File: src/include/fdcr_pkg.sv
/*
 fdcr_pkg: constants, types and codes shared by the fieldbus drive command register block.
 assumes: one drive-side clock at 10 MHz, synchronous active-high reset.
*/
package fdcr_pkg;

   // instruction codes
   localparam logic [15:0] INS_PAR_RD_LAST   = 16'h006c;
   localparam logic [15:0] INS_SECOND_RD     = 16'h006c;
   localparam logic [15:0] INS_FREQ_VOL_RD   = 16'h006d;
   localparam logic [15:0] INS_FREQ_NV_RD    = 16'h006e;
   localparam logic [15:0] INS_ALARM_12      = 16'h0074;
   localparam logic [15:0] INS_ALARM_78      = 16'h0077;
   localparam logic [15:0] INS_MODE_RD       = 16'h007b;
   localparam logic [15:0] INS_LINKEXT_RD    = 16'h007f;
   localparam logic [15:0] INS_PAR_WR_FIRST  = 16'h0080;
   localparam logic [15:0] INS_PAR_WR_LAST   = 16'h00ec;
   localparam logic [15:0] INS_SECOND_WR     = 16'h00ec;
   localparam logic [15:0] INS_FREQ_VOL_WR   = 16'h00ed;
   localparam logic [15:0] INS_FREQ_NV_WR    = 16'h00ee;
   localparam logic [15:0] INS_ALARM_CLR     = 16'h00f4;
   localparam logic [15:0] INS_MODE_WR       = 16'h00fb;
   localparam logic [15:0] INS_PAR_CLR       = 16'h00fc;
   localparam logic [15:0] INS_DRIVE_RST     = 16'h00fd;
   localparam logic [15:0] INS_LINKEXT_WR    = 16'h00ff;

   // write-data keys
   localparam logic [15:0] KEY_9696          = 16'h9696;
   localparam logic [15:0] KEY_ALL_CLR       = 16'h9966;
   localparam logic [15:0] KEY_USER_CLR      = 16'h9669;

   // operating modes
   localparam logic [15:0] MODE_NETWORK      = 16'h0000;
   localparam logic [15:0] MODE_EXTERNAL     = 16'h0001;
   localparam logic [15:0] MODE_PANEL        = 16'h0002;
   localparam logic [15:0] MODE_SEL_PANEL_OK = 16'h0006;

   // ranges
   localparam logic [15:0] LINKEXT_MAX       = 16'h0009;
   localparam logic [15:0] SECOND_MAX        = 16'h0002;

   // reply codes
   localparam logic [15:0] RPL_OK            = 16'h0000;
   localparam logic [15:0] RPL_WRITE_ERR     = 16'h0001;
   localparam logic [15:0] RPL_SEL_ERR       = 16'h0002;
   localparam logic [15:0] RPL_RANGE_ERR     = 16'h0003;

   // monitor codes; 04, 15 and codes above MON_LAST give a fixed zero result
   localparam logic [7:0]  MON_NONE          = 8'h00;
   localparam logic [7:0]  MON_OUT_FREQ      = 8'h01;
   localparam logic [7:0]  MON_NONE_4        = 8'h04;
   localparam logic [7:0]  MON_NONE_15       = 8'h15;
   localparam logic [7:0]  MON_LAST          = 8'h19;

   // reset values
   localparam logic [15:0] RST_WORD          = 16'h0000;
   localparam logic [15:0] RST_MODE          = 16'h0001;

   typedef enum logic [1:0] {
      FDCR_CMD_NONE,
      FDCR_CMD_FREQ_VOL,
      FDCR_CMD_FREQ_NV,
      FDCR_CMD_EXEC
   } fdcr_cmd_t;

endpackage : fdcr_pkg

File: src/verilog/fdcr_core.sv
/*
 fdcr_core: command/monitor register handshake of a drive fieldbus option, drive side.
 assumes: the link layer presents the four command words and four command flags as
 levels synchronous to sys_clk; the drive core supplies monitor quantities and parameter
 read data, and takes store/clear/reset strobes.
*/
`timescale 1ns/1ps

module fdcr_core #(
   parameter int ALARM_DEPTH = 8
) (
   // clock and reset
   input  wire logic        sys_clk,
   input  wire logic        rst,
   // command words from master
   input  wire logic [15:0] monitor_select,
   input  wire logic [15:0] frequency_setpoint,
   input  wire logic [15:0] instruction_word,
   input  wire logic [15:0] instruction_write_data,
   // command flags from master
   input  wire logic        monitor_cmd,
   input  wire logic        freq_volatile_cmd,
   input  wire logic        freq_nonvolatile_cmd,
   input  wire logic        execute_cmd,
   // drive status inputs and monitor code output
   input  wire logic [15:0] monitor_value,
   output logic      [7:0]  monitor_code,
   input  wire logic [15:0] output_frequency,
   input  wire logic        drive_running,
   input  wire logic [15:0] mode_selection_param,
   input  wire logic [15:0] param_rd_data,
   input  wire logic        param_reachable,
   input  wire logic        param_in_range,
   input  wire logic        alarm_event,
   input  wire logic [7:0]  alarm_code,
   // drive action strobes and settings
   output logic             param_wr_stb,
   output logic      [6:0]  param_index,
   output logic      [15:0] param_wr_data,
   output logic             factory_clear_stb,
   output logic             all_clear_stb,
   output logic             user_clear_stb,
   output logic             drive_reset_stb,
   output logic      [15:0] operating_mode,
   output logic      [15:0] freq_volatile_store,
   output logic      [15:0] freq_nonvolatile_store,
   output logic      [3:0]  link_extension,
   output logic      [1:0]  secondary_selector,
   // answers to master
   output logic      [15:0] first_monitor_value,
   output logic      [15:0] second_monitor_value,
   output logic      [15:0] reply_result,
   output logic      [15:0] instruction_read_data,
   output logic             monitoring_flag,
   output logic             freq_volatile_done,
   output logic             freq_nonvolatile_done,
   output logic             execute_done
);

   typedef struct packed {
      logic        mon_q, fv_q, fn_q, ex_q;
      logic [15:0] mon1, mon2, reply, rdata;
      logic        mon_flag, fv_done, fn_done, ex_done;
      logic [15:0] mode, f_vol, f_nv;
      logic [3:0]  linkext;
      logic [1:0]  second;
      logic        pwr, fclr, aclr, uclr, drst;
      logic [6:0]  pidx;
      logic [15:0] pdata;
      logic [7:0]  mcode;
      logic        mon_phase;
      logic [ALARM_DEPTH*8-1:0] alarms;
   } fdcr_state_t;

   fdcr_state_t s_q, s_d;

   function automatic logic mon_zero(input logic [7:0] c);
      mon_zero = (c == fdcr_pkg::MON_NONE_4) || (c == fdcr_pkg::MON_NONE_15) ||
                 (c > fdcr_pkg::MON_LAST);
   endfunction : mon_zero

   ///////////////////////////////////////////////////////////////////////////////////
   always_comb begin
      logic [15:0] ins;
      logic [15:0] wd;
      logic        busy_lock;
      logic [2:0]  pair;
      ins       = instruction_word;
      wd        = instruction_write_data;
      busy_lock = drive_running || (s_q.mode != fdcr_pkg::MODE_NETWORK);
      pair      = '0;
      s_d       = s_q;
      s_d.mon_q = monitor_cmd;
      s_d.fv_q  = freq_volatile_cmd;
      s_d.fn_q  = freq_nonvolatile_cmd;
      s_d.ex_q  = execute_cmd;
      s_d.pwr   = 1'b0;
      s_d.fclr  = 1'b0;
      s_d.aclr  = 1'b0;
      s_d.uclr  = 1'b0;
      s_d.drst  = 1'b0;

      // alarm history shift, newest in the low byte
      if (alarm_event) begin
         s_d.alarms = {s_q.alarms[ALARM_DEPTH*8-9:0], alarm_code};
      end

      // monitor: one shared quantity port, low and high selections alternate each cycle
      s_d.mon_phase = ~s_q.mon_phase;
      s_d.mcode     = s_d.mon_phase ? monitor_select[15:8] : monitor_select[7:0];
      s_d.mon_flag  = monitor_cmd;
      if (monitor_cmd) begin
         if (s_q.mon_phase == 1'b0) begin
            s_d.mon1 = (s_q.mcode == fdcr_pkg::MON_NONE || mon_zero(s_q.mcode)) ?
                       fdcr_pkg::RST_WORD : monitor_value;
         end else if (monitor_select[15:8] != fdcr_pkg::MON_NONE) begin
            s_d.mon2 = mon_zero(s_q.mcode) ? fdcr_pkg::RST_WORD : monitor_value;
         end
      end
      if (monitor_select[15:8] == fdcr_pkg::MON_NONE) begin
         s_d.mon2 = output_frequency;
      end

      // frequency store commands; the master has set the word beforehand
      if (freq_volatile_cmd && !s_q.fv_q) begin
         s_d.f_vol   = frequency_setpoint;
         s_d.fv_done = 1'b1;
         s_d.reply   = fdcr_pkg::RPL_OK;
      end else if (!freq_volatile_cmd) begin
         s_d.fv_done = 1'b0;
      end
      if (freq_nonvolatile_cmd && !s_q.fn_q) begin
         s_d.f_nv    = frequency_setpoint;
         s_d.fn_done = 1'b1;
         s_d.reply   = fdcr_pkg::RPL_OK;
      end else if (!freq_nonvolatile_cmd) begin
         s_d.fn_done = 1'b0;
      end

      // instruction execution; word and data are stable before the flag
      if (!execute_cmd) begin
         s_d.ex_done = 1'b0;
      end
      if (execute_cmd && !s_q.ex_q) begin
         s_d.ex_done = 1'b1;
         s_d.reply   = fdcr_pkg::RPL_OK;
         s_d.rdata   = fdcr_pkg::RST_WORD;
         if (ins == fdcr_pkg::INS_MODE_RD) begin
            s_d.rdata = s_q.mode;
         end else if (ins == fdcr_pkg::INS_MODE_WR) begin
            if (wd == fdcr_pkg::MODE_NETWORK || wd == fdcr_pkg::MODE_EXTERNAL ||
                (wd == fdcr_pkg::MODE_PANEL &&
                 mode_selection_param == fdcr_pkg::MODE_SEL_PANEL_OK)) begin
               s_d.mode = wd;
            end else begin
               s_d.reply = fdcr_pkg::RPL_RANGE_ERR;
            end
         end else if (ins >= fdcr_pkg::INS_ALARM_12 && ins <= fdcr_pkg::INS_ALARM_78) begin
            pair      = 3'(ins - fdcr_pkg::INS_ALARM_12);
            // entries one-two, three-four... in the high and low byte
            s_d.rdata = {s_q.alarms[pair*16 +: 8], s_q.alarms[pair*16+8 +: 8]};
         end else if (ins == fdcr_pkg::INS_FREQ_VOL_RD) begin
            s_d.rdata = s_q.f_vol;
         end else if (ins == fdcr_pkg::INS_FREQ_NV_RD) begin
            s_d.rdata = s_q.f_nv;
         end else if (ins == fdcr_pkg::INS_FREQ_VOL_WR) begin
            s_d.f_vol = wd;
         end else if (ins == fdcr_pkg::INS_FREQ_NV_WR) begin
            s_d.f_nv  = wd;
         end else if (ins == fdcr_pkg::INS_SECOND_RD) begin
            s_d.rdata = {14'h0000, s_q.second};
         end else if (ins == fdcr_pkg::INS_SECOND_WR) begin
            if (wd > fdcr_pkg::SECOND_MAX) begin
               s_d.reply = fdcr_pkg::RPL_RANGE_ERR;
            end else begin
               s_d.second = wd[1:0];
            end
         end else if (ins == fdcr_pkg::INS_LINKEXT_RD) begin
            s_d.rdata = {12'h000, s_q.linkext};
         end else if (ins == fdcr_pkg::INS_LINKEXT_WR) begin
            if (wd > fdcr_pkg::LINKEXT_MAX) begin
               s_d.reply = fdcr_pkg::RPL_RANGE_ERR;
            end else begin
               s_d.linkext = wd[3:0];
            end
         end else if (ins < fdcr_pkg::INS_PAR_RD_LAST) begin
            s_d.pidx = ins[6:0];
            if (!param_reachable) begin
               s_d.reply = fdcr_pkg::RPL_SEL_ERR;
            end else begin
               s_d.rdata = param_rd_data;
            end
         end else if (ins >= fdcr_pkg::INS_PAR_WR_FIRST &&
                      ins < fdcr_pkg::INS_PAR_WR_LAST) begin
            s_d.pidx  = ins[6:0];
            s_d.pdata = wd;
            if (!param_reachable) begin
               s_d.reply = fdcr_pkg::RPL_SEL_ERR;
            end else if (busy_lock) begin
               s_d.reply = fdcr_pkg::RPL_WRITE_ERR;
            end else if (!param_in_range) begin
               s_d.reply = fdcr_pkg::RPL_RANGE_ERR;
            end else begin
               s_d.pwr = 1'b1;
            end
         end else if (ins == fdcr_pkg::INS_ALARM_CLR && wd == fdcr_pkg::KEY_9696) begin
            // an alarm arriving in the clear cycle survives as the newest entry
            s_d.alarms = alarm_event ? (ALARM_DEPTH*8)'(alarm_code) : '0;
         end else if (ins == fdcr_pkg::INS_PAR_CLR && wd == fdcr_pkg::KEY_9696) begin
            s_d.fclr = 1'b1;
         end else if (ins == fdcr_pkg::INS_PAR_CLR && wd == fdcr_pkg::KEY_ALL_CLR) begin
            s_d.aclr = 1'b1;
         end else if (ins == fdcr_pkg::INS_PAR_CLR && wd == fdcr_pkg::KEY_USER_CLR) begin
            s_d.uclr = 1'b1;
         end else if (ins == fdcr_pkg::INS_DRIVE_RST && wd == fdcr_pkg::KEY_9696) begin
            s_d.drst = 1'b1;
         end else if (ins == fdcr_pkg::INS_ALARM_CLR || ins == fdcr_pkg::INS_PAR_CLR ||
                      ins == fdcr_pkg::INS_DRIVE_RST) begin
            s_d.reply = fdcr_pkg::RPL_RANGE_ERR;
         end else begin
            s_d.reply = fdcr_pkg::RPL_SEL_ERR;
         end
      end
   end

   ///////////////////////////////////////////////////////////////////////////////////
   always_ff @(posedge sys_clk) begin
      if (rst) begin
         s_q      <= '0;
         s_q.mode <= fdcr_pkg::RST_MODE;
      end else begin
         s_q <= s_d;
      end
   end

   ///////////////////////////////////////////////////////////////////////////////////
   assign monitor_code           = s_q.mcode;
   assign first_monitor_value    = s_q.mon1;
   assign second_monitor_value   = s_q.mon2;
   assign reply_result           = s_q.reply;
   assign instruction_read_data  = s_q.rdata;
   assign monitoring_flag        = s_q.mon_flag;
   assign freq_volatile_done     = s_q.fv_done;
   assign freq_nonvolatile_done  = s_q.fn_done;
   assign execute_done           = s_q.ex_done;
   assign operating_mode         = s_q.mode;
   assign freq_volatile_store    = s_q.f_vol;
   assign freq_nonvolatile_store = s_q.f_nv;
   assign link_extension         = s_q.linkext;
   assign secondary_selector     = s_q.second;
   assign param_wr_stb           = s_q.pwr;
   assign param_index            = s_q.pidx;
   assign param_wr_data          = s_q.pdata;
   assign factory_clear_stb      = s_q.fclr;
   assign all_clear_stb          = s_q.aclr;
   assign user_clear_stb         = s_q.uclr;
   assign drive_reset_stb        = s_q.drst;

endmodule : fdcr_core
File: config.mk
export PLATFORM = sky130hd
export DESIGN_NAME = fdcr_core
export DESIGN_NICKNAME = d
export VERILOG_FILES = /design/src/include/fdcr_pkg.sv /design/src/verilog/fdcr_core.sv
export SDC_FILE = /design/constraint.sdc
export NUM_CORES = 1
export LEC_CHECK = 0
export ABC_AREA = 1
export BUFFER_PORTS_ARGS = -buffer_cell sky130_fd_sc_hd__buf_2
export CAP_MARGIN = 20
export CORE_MARGIN = 2
export CORE_UTILIZATION = 48
export DETAILED_ROUTE_END_ITERATION = 8
export GPL_TIMING_DRIVEN = 0
export PLACE_DENSITY_LB_ADDON = 0.12
export RECOVER_POWER = 25
export SYNTH_ARGS = -nofsm -noshare
export SYNTH_HDL_FRONTEND = slang
export SYNTH_SLANG_ARGS = --single-unit
File: constraint.sdc
create_clock -name sys_clk -period 1.7 [get_ports sys_clk]
set_input_delay 0.34 -clock sys_clk [delete_from_list [all_inputs] [get_ports sys_clk]]
set_output_delay 0.34 -clock sys_clk [all_outputs]
set_load 0.1 [all_outputs]
==> flow_summary.toml, run 1 <==
[logic_synthesis]
yosys.area.top_type = "dfxtp_1"
async_flop_share_pct = 0
synthTopCellsByArea = "dfxtp_1 (37%), buf_4 (9.9%), nand2_1 (8.2%), o21ai_0 (7.3%), inv_1 (5.2%)"
ys_seq_area_share_pct = 37.24
synth.cell_area_um2 = 11400
yosysTopAreaCellShare_pct = 37.24
synth.ff_latch_count = 212
synth_flop_cell = "dfxtp_1"
synth_cells = 1530
yosysUniqueCellTypes = 50
yosysWarnings = 0
synth.avg_cell_area_um2 = 7.448
synth_edf_count = 0

[critical_path]
path_cells = "buf_2 > clkinvlp_4 > nor2_2 > buf_4 > inv_1 > o22ai_1 > o21ai_0 > nand2_1 > o2111ai_1 > a21oi_1"
reg2regPathDepth = 10
critPathRequiredTime_ns = 2.15
critPathKind = "input port to flip-flop"
regToRegSetupSlack_ns = 0
cp-start-kind = "input port"
cp_max_fo = 10
reg2reg_to = "reply_result[1]$_SDFFE_PP0P_"
cp_num_buf_inv = 4
crit_path_top_delay_cell = "o22ai_1"
path_delay_family = "compound AO/OA/AOI/OAI gates"
end_kind = "flip-flop"
worstPathArrival_ns = 2.19
slowest_delay_ns = 0.31
r2r-start = "operating_mode[6]$_SDFFE_PP0P_"

[finish]
final_nets = 2026
fin_area_um2 = 15160
area_delta_synth_final_pct = 33.06
final_cell_mix = "buf_4 (254), nand2_1 (248), dfxtp_1 (203)"
diodes = 0
fill_cells = 2113
final_common_cell = "buf_4"
drive_above_1_share_pct = 37.36

[sta]
fmax_mhz = 576.2
maxSlewHeadroom_pct = 39.80
fin_skew_ns = 0.01270
rsz0062_at_grt = "true"
finalHoldViolations = 0
fin_crit_ns = 1.736
finalSetupViolations = 2
worst_pin_slew_ns = 0.9030
fin_crit_sh_pct = 102.1
finalMaxSlewViolations = 0
fin_ws_ns = -0.03552

[clocking]
clk_path_buf_depth = 3
clkSlewWorstSetupHoldPaths_ns = 0.06
cts_root_buf = "clkbuf_16"
clock_sinks = 212
cts_buffers = 24
cts_max_level = 1
cts_tree = "yes"
worstSkewPairLatency_ns = 0.53

[outcome]
violations = "setup timing"
outcome = "finished, violations left"

[placement]
gp_congestion = 0.9275
place_area_um2 = 13420
port_buffers = 289
place_hpwl_um = 29520
pre_cts_ws_ns = -0.7124

[floorplan]
fp-row-count = 56
start_util_pct = 48.70
coreArea_um2 = 23400
io-pin-count = 304
die_y_um = 158.1
die_w_um = 158.1
dieArea_um2 = 24990

[hold_path]
whs_path_depth = 3
hold_path_end = "monitor_code[0]$_SDFF_PP0_"
min-delay-start = "monitor_select[0]"
hp-class = "input port to flip-flop"

[routing]
viasPerCell = 5.250
totalWireLength_um = 38550
drt-initial-drc-count = 801
drtAntennaViolNets = 0
vias = 11620
drc = 0
drt_first_pass_iters = 7
wl_per_cell_um = 17.41

[global_routing]
grt_max_degree = 17
grtUsageTotal_pct = 29.57
grt_pass1_vias = 10670
grt_pass1_wl_um = 57680
antenna_found_initial = 0
overflow = 0

[pwr]
vdd_drop_max_mv = 0.7703
p_per_area_nw_per_um2 = 890.7
leakage_nw = 6.827

[run]
drv_cap = 0
[area by class of cell]
cell class,count,area [µm²],area share [%]
buffer,231,1592,10.50
clock buffer,36,737.0,4.860
clock inverter,5,78.83,0.5198
inverter,176,679.4,4.481
multi-input combinational,923,5361,35.36
sequential,212,4260,28.10
tap,319,399.1,2.632
timing repair buffer,312,2056,13.56
[worst min-delay path, cell delays in order]
cell    delay, ns
buf_2        0.07
nor2_1       0.03
nor2_1       0.08
[metrics by stage]
step	cells	hold slack [ns]	util [%]	TNS [ns]	total power [mW]
floorplan	1543	0.4372	-	-0.3888	7.369
global placement	2151	0.4497	57.36	-94.76	8.004
detailed placement	2151	0.4529	57.36	-94.92	8.023
CTS	2197	0.03191	62.93	0	13.48
global route	2214	0.03752	64.79	-2.137	13.94
finish	2214	0.03636	64.79	-0.03739	13.51
[flip-flops by register name, summed over array words and instances (netlist names), 7 cells and up]
register	cells
freq_volatile_store	16
second_monitor_value	16
instruction_read_data	16
monitor_code	8
freq_nonvolatile_store	16
operating_mode	16
param_wr_data	16
first_monitor_value	16
s_q	68
param_index	7
[cell usage after synthesis (2+ instances only)]
| cell type | n |
|---|---|
| clkinv_1 | 3 |
| buf_6 | 6 |
| nor3_1 | 8 |
| buf_4 | 151 |
| a211oi_2 | 40 |
| a31oi_1 | 20 |
| a21oi_2 | 10 |
| a211oi_1 | 13 |
| or2_1 | 2 |
| a21oi_1 | 101 |
| nor2_1 | 105 |
| o211ai_1 | 5 |
| a2111oi_2 | 14 |
| clkbuf_1 | 55 |
| dfxtp_1 | 212 |
| nand3_2 | 3 |
| nand2_1 | 249 |
| o2111ai_1 | 11 |
| o21ai_1 | 9 |
| o22ai_1 | 19 |
| nor3_2 | 3 |
| inv_1 | 159 |
| buf_1 | 8 |
| nor4_1 | 7 |
| nor2_4 | 4 |
| nand4_1 | 14 |
| o221ai_1 | 6 |
| buf_2 | 12 |
| o21ai_0 | 167 |
| inv_2 | 13 |
| nand3_1 | 55 |
| a22oi_1 | 12 |
| nand2_4 | 2 |
| nand2_2 | 7 |
| nor2_2 | 10 |
[logic make-up after synthesis]
group | count (synthesis) | share of synthesized area [%]
AO/OA/AOI/OAI | 431 | 24.88
other | 1 | 0.03291
flip-flops | 212 | 37.24
buffers and inverters | 408 | 18.96
AND/OR/NAND/NOR | 478 | 18.88
[how the worst max path moves through the flow]
stage	cells past startpoint	startpoint	end	slack, ns
floorplan	12	instruction_word[11]	instruction_read_data[5]$_SDFFE_PP0P_	-0.02
global placement	9	execute_cmd	freq_nonvolatile_store[12]$_SDFF_PP0_	-0.75
detailed placement	9	execute_cmd	freq_nonvolatile_store[13]$_SDFF_PP0_	-0.71
CTS	2	freq_nonvolatile_store[10]$_SDFF_PP0_	freq_nonvolatile_store[10]	0.0002
global route	10	operating_mode[0]$_SDFFE_PP1P_	reply_result[1]$_SDFFE_PP0P_	-0.1
finish	10	instruction_word[1]	instruction_read_data[11]$_SDFFE_PP0P_	-0.04
[what timing repair did]
item / CTS / global route
resized for setup: 164 / 105
setup endpoints to repair: 300 / 168
hold buffers: 0 / 0
pin swaps: 3 / 22
hold endpoints to repair: 0 / 0
setup buffers: 6 / 17
[routing by layer]
metal / wire length (µm) / global-route usage, %
met3: 3568 / 5.803
met5: 0 / 0
met2: 18060 / 50.75
met4: 1236 / 8.795
met1: 15690 / 37.60
[power by group]
group | internal [mW] | switching, mW
registers | 5.19 | 0.156
logic | 0.777 | 1.99
clock network | 3.28 | 2.12
Power figures use the tool's default switching activity.
==> run 2: changes to the inputs <==
Settings changed: CORE_UTILIZATION 48 to 50, CTS_BUF_LIST set to sky130_fd_sc_hd__clkbuf_2.
==> run 2 against run 1 <==
The run still ends with setup timing left. Clock power shrank 31%. Sequential power barely moved. First-iteration DRC count up 65%. Critical path type is now flip-flop to flip-flop. Critical endpoint is now second_monitor_value[13]$_SDFFE_PP0P_. Largest cell class is now buffers. Highest routed layer unchanged.
==> flow_summary.toml, run 2 (synthesis results as in run 1) <==
[clocking]
cts_buffers = 55
clock_sinks = 212
clk_path_buf_depth = 3
cts_tree = "yes"
cts_max_level = 2
clkSlewWorstSetupHoldPaths_ns = 0.13
worstSkewPairLatency_ns = 0.90
cts_root_buf = "clkbuf_2"

[global_routing]
overflow = 0
grt_max_degree = 15
grt_pass1_vias = 12930
grt_pass1_wl_um = 70880
antenna_found_initial = 3
grtUsageTotal_pct = 37.27

[pwr]
p_per_area_nw_per_um2 = 697.2
vdd_drop_max_mv = 0.4775
leakage_nw = 7.667
power_mw = 12.60

[sta]
maxSlewHeadroom_pct = 35.41
hold_slack_ns = 0.02625
fin_ws_ns = -0.3573
finalHoldViolations = 0
tns_ns = -29.57
fin_crit_sh_pct = 121.0
finalMaxSlewViolations = 0
fin_crit_ns = 2.057
worst_pin_slew_ns = 0.9653
fin_skew_ns = 0.08764
rsz0062_at_grt = "true"
fmax_mhz = 486.1
finalSetupViolations = 279

[floorplan]
fp-row-count = 55
start_util_pct = 50.64
die_y_um = 155.0
die_w_um = 155.0
coreArea_um2 = 22500
io-pin-count = 304
dieArea_um2 = 24020

[finish]
largest_reg_flops = 68
area_delta_synth_final_pct = 58.54
final_common_cell = "nand2_1"
final_core_util_pct = 80.29
fin_area_um2 = 18070
layoutNonFillerInstCount = 2329
drive_above_1_share_pct = 43.17
final_cell_mix = "nand2_1 (224), o21ai_0 (163), buf_2 (148), buf_12 (148), inv_1 (147)"
largest_register = "s_q"
final_nets = 2149

[placement]
pre_cts_ws_ns = -0.7360
place_hpwl_um = 29240
place_area_um2 = 13380
dpl.cell_count = 2117
port_buffers = 289
gp_congestion = 0.9347

[critical_path]
crit_path_top_delay_cell = "dfxtp_4"
worstSetupPathDepth = 8
critPathKind = "flip-flop to flip-flop"
cp_num_buf_inv = 2
cp_max_fo = 5
critPathRequiredTime_ns = 2.47
reg2regPathDepth = 8
crit_path_frequent_cell = "nand2_2"
r2r-start = "monitor_code[3]$_SDFF_PP0_"
slowest_delay_ns = 0.38
path_cells = "buf_6 > o21a_1 > o221ai_2 > nand2_2 > nor4_4 > clkbuf_8 > nand2_2 > a31oi_4"
worstPathArrival_ns = 2.82
path_delay_family = "simple AND/OR/NAND/NOR gates"
regToRegSetupSlack_ns = -0.36
cp-start-kind = "flip-flop"
reg2reg_to = "second_monitor_value[13]$_SDFFE_PP0P_"
end_kind = "flip-flop"

[outcome]
violations = "setup timing"
outcome = "finished, violations left"

[hold_path]
hp-class = "input port to flip-flop"
hold_path_end = "all_clear_stb$_SDFF_PP0_"
min-delay-start = "instruction_write_data[6]"
whs_path_depth = 7

[run]
drv_cap = 0

[routing]
vias = 13670
viasPerCell = 5.871
drtAntennaViolNets = 0
drc = 0
drt-initial-drc-count = 1323
wl_per_cell_um = 21.97
totalWireLength_um = 51160
drt_first_pass_iters = 7
[run 2: worst max path at each step]
stage	slack, ns	startpoint	end
floorplan	-0.02	instruction_word[11]	instruction_read_data[5]$_SDFFE_PP0P_
global placement	-0.72	execute_cmd	freq_nonvolatile_store[12]$_SDFF_PP0_
detailed placement	-0.74	execute_cmd	freq_nonvolatile_store[6]$_SDFF_PP0_
CTS	-0.19	operating_mode[14]$_SDFFE_PP0P_	operating_mode[14]
global route	-0.33	monitor_code[3]$_SDFF_PP0_	second_monitor_value[13]$_SDFFE_PP0P_
finish	-0.36	monitor_code[3]$_SDFF_PP0_	second_monitor_value[13]$_SDFFE_PP0P_
[run 2: area by class of cell]
cell class | count | area [µm²]
plain buffers | 120 | 849.6
repair buffers | 515 | 5674
inverters | 176 | 673.1
diodes | 3 | 7.507
flip-flops and latches | 212 | 4572
fillers | 1368 | 4436
clock buffers | 78 | 390.4
multi-input cells | 923 | 5454
clock inverters | 17 | 90.09
well taps | 285 | 356.6
[run 2: what timing repair did]
item	in CTS	in global routing
pin swaps	4	29
endpoints found under the hold margin	142	19
hold buffers	136	7
cloned	0	2
buffers inserted	49	40
endpoints found under the setup margin	298	336
resized for setup	807	142
[run 2: tightest hold or removal path: stages]
cell and delay [ns]:
buf_2 0.12, nand2_1 0.07, nor2_1 0.05, nand2_1 0.07, nor2_2 0.06, nand2_1 0.06, nor2_1 0.04
[run 2: power by group]
part           total, mW  internal [mW]  switching [mW]
Sequential          5.38           5.16           0.226
Clock               3.73           1.38            2.35
Combinational       3.49           1.27            2.21
Total               12.6           7.81            4.79
[run 2: metal layers]
layer	share of wire [%]	up-vias	global-route usage, %
met2	48	1056	64.72
met3	10	307	8.830
met4	6.7	0	17.64
li1	-	5943	-
met5	0	-	0
met1	35	6367	43.38
==> run 3: changes to the inputs <==
Settings changed: CORE_UTILIZATION 50 to 30, REMOVE_ABC_BUFFERS set to 1.
==> run 3 against run 2 <==
Clock-buffer cell count rose by 5. Critical path type is now input port to flip-flop. Critical endpoint is now param_wr_stb$_SDFF_PP0_. Worst hold slack better by 0.037 ns. Core utilization decreased by 31 points. Register-to-register slack better by 0.19 ns. The flow still finishes with violations (setup timing).
==> flow_summary.toml, run 3 (synthesis results as in run 1) <==
[critical_path]
critPathRequiredTime_ns = 2.54
critPathKind = "input port to flip-flop"
reg2regPathDepth = 6
worstPathArrival_ns = 2.92
end_kind = "flip-flop"
endpoint = "param_wr_stb$_SDFF_PP0_"
regToRegSetupSlack_ns = -0.17
cp_max_fo = 111
r2r-start = "s_q[225]$_SDFF_PP0_"
cp-start-kind = "input port"
crit_path_start = "rst"
reg2reg_to = "freq_volatile_store[8]$_SDFF_PP0_"

[finish]
final_nets = 2103
fill_cells = 3576
largest_register = "s_q"
fin_area_um2 = 18380
register_area_um2 = 4554
largest_reg_flops = 68
drive_above_1_share_pct = 40.90
layoutNonFillerInstCount = 2506
final_core_util_pct = 48.92
multi_input_area_um2 = 5423
final_cell_mix = "nand2_1 (236), dlygate4sd3_1 (173), o21ai_0 (167)"
area_delta_synth_final_pct = 61.30
final_common_cell = "nand2_1"

[sta]
finalSetupViolations = 291
maxSlewHeadroom_pct = 37.84
finalHoldViolations = 0
rsz0062_at_grt = "true"
worst_pin_slew_ns = 0.9324
finalMaxSlewViolations = 0
fin_skew_ns = 0.1027
fin_crit_ns = 2.080
fmax_mhz = 480.7
fin_ws_ns = -0.3803
fin_crit_sh_pct = 122.4

[clocking]
cts_tree = "yes"
worstSkewPairLatency_ns = 1.03
cts_max_level = 2
clk_path_buf_depth = 3
clkSlewWorstSetupHoldPaths_ns = 0.09
cts_root_buf = "clkbuf_2"
cts_buffers = 61
clock_sinks = 212

[global_routing]
globalRouteMet2Util_pct = 35.74
antenna_found_initial = 7
met3_usage_pct = 7.426
overflow = 0
met1_usage_pct = 27.38
grtUsageTotal_pct = 22.14
grt_pass1_wl_um = 67130
grt_pass1_vias = 11850
grt-busiest-layer = "met2"
grt_max_degree = 112

[placement]
place_area_um2 = 12330
dpl.cell_count = 2124
place_hpwl_um = 28800
port_buffers = 289
gp_congestion = 0.8784

[routing]
drc = 0
vias = 12230
wl_per_cell_um = 18.37
totalWireLength_um = 46040
viasPerCell = 4.881
drtAntennaViolNets = 0
drt_first_pass_iters = 5
drt-initial-drc-count = 642

[floorplan]
io-pin-count = 304
die_y_um = 198.9
coreArea_um2 = 37580
fp-row-count = 71
start_util_pct = 30.33
dieArea_um2 = 39560
die_w_um = 198.9

[pwr]
leakage_nw = 7.600
vdd_drop_max_mv = 0.3667
power_mw = 12.18
p_per_area_nw_per_um2 = 662.6

[run]
drv_cap = 0

[outcome]
outcome = "finished, violations left"
violations = "setup timing"

[hold_path]
hp-class = "input port to flip-flop"
## run 3: changes by cell type in the layout (fill, tap and decap cells not counted), sizes merged, moves of 4 or more
| cell | before | now |
|---|---|---|
| buf | 443 | 401 |
| clkbuf | 135 | 88 |
| diode | 3 | 7 |
| clkinv | 17 | 12 |
| dlygate4sd3 | 134 | 173 |
## run 3: what timing repair did
item,4_1_cts,5_1_grt
setup buffers,61,41
pin swaps,12,30
hold buffers,172,7
gates resized for setup,793,103
setup endpoints to repair,339,324
endpoints found under the hold margin,159,22
cloned,2,3
## run 3: worst min-delay path by stage
| stage | from | endpoint | slack (ns) | depth (start not counted) |
|---|---|---|---|---|
| final | instruction_write_data[3] | reply_result[1]$_SDFFE_PP0P_ | 0.06 | 7 |
| after global routing | instruction_word[3] | instruction_read_data[2]$_SDFFE_PP0P_ | -0.008 | 6 |
| after CTS | instruction_word[5] | drive_reset_stb$_SDFF_PP0_ | -0.13 | 5 |
| after detailed placement | param_wr_data[10]$_SDFFE_PP0P_ | param_wr_data[10]$_SDFFE_PP0P_ | 0.45 | 2 |
| after global placement | param_wr_data[12]$_SDFFE_PP0P_ | param_wr_data[12]$_SDFFE_PP0P_ | 0.45 | 2 |
| after floorplan | rst | s_q[64]$_SDFF_PP0_ | 0.41 | 1 |
## run 3: per-layer routing
| metal | wire length (µm) | vias up |
|---|---|---|
| li1 | - | 5862 |
| met1 | 19170 | 5727 |
| met2 | 21230 | 527 |
| met3 | 4109 | 114 |
| met4 | 1513 | 2 |
| met5 | 13 | - |
## run 3: power by group
| group | internal (mW) | total [mW] | leakage [nW] | switching (mW) |
|---|---|---|---|---|
| sequential | 5.16 | 5.36 | 1.81 | 0.199 |
| clock | 1.29 | 3.55 | 0.367 | 2.26 |
| combinational | 1.24 | 3.28 | 5.42 | 2.03 |
| total | 7.69 | 12.2 | 7.60 | 4.49 |
## run 3: metrics by stage
stage	setup TNS (ns)	setup WS, ns	hold slack, ns
final	-54.06	-0.3803	0.06305
after global routing	-75.66	-0.4029	-0.007543
after CTS	-55.82	-0.3974	-0.1324
after detailed placement	-215.10	-1.754	0.4531
after global placement	-764.46	-5.002	0.4475
after floorplan	-135.01	-1.083	0.4067
## run 3: cell type report
| type | count | area share, % |
|---|---|---|
| Antenna cell | 7 | 0.09530 |
| Clock buffer | 83 | 2.260 |
| Clock inverter | 11 | 0.2246 |
| Inverter | 176 | 3.853 |
| Multi-Input combinational cell | 924 | 29.50 |
| Sequential cell | 212 | 24.78 |
| Tap cell | 511 | 3.478 |
| Timing Repair Buffer | 580 | 35.68 |
| Timing Repair inverter | 2 | 0.1293 |
## run 3: worst max-delay path, stage by stage
cell and delay (ns):
dlygate4sd3_1 0.53, clkbuf_2 0.52, inv_2 0.59, buf_16 0.36, nand2_1 0.13, nor4_2 0.26
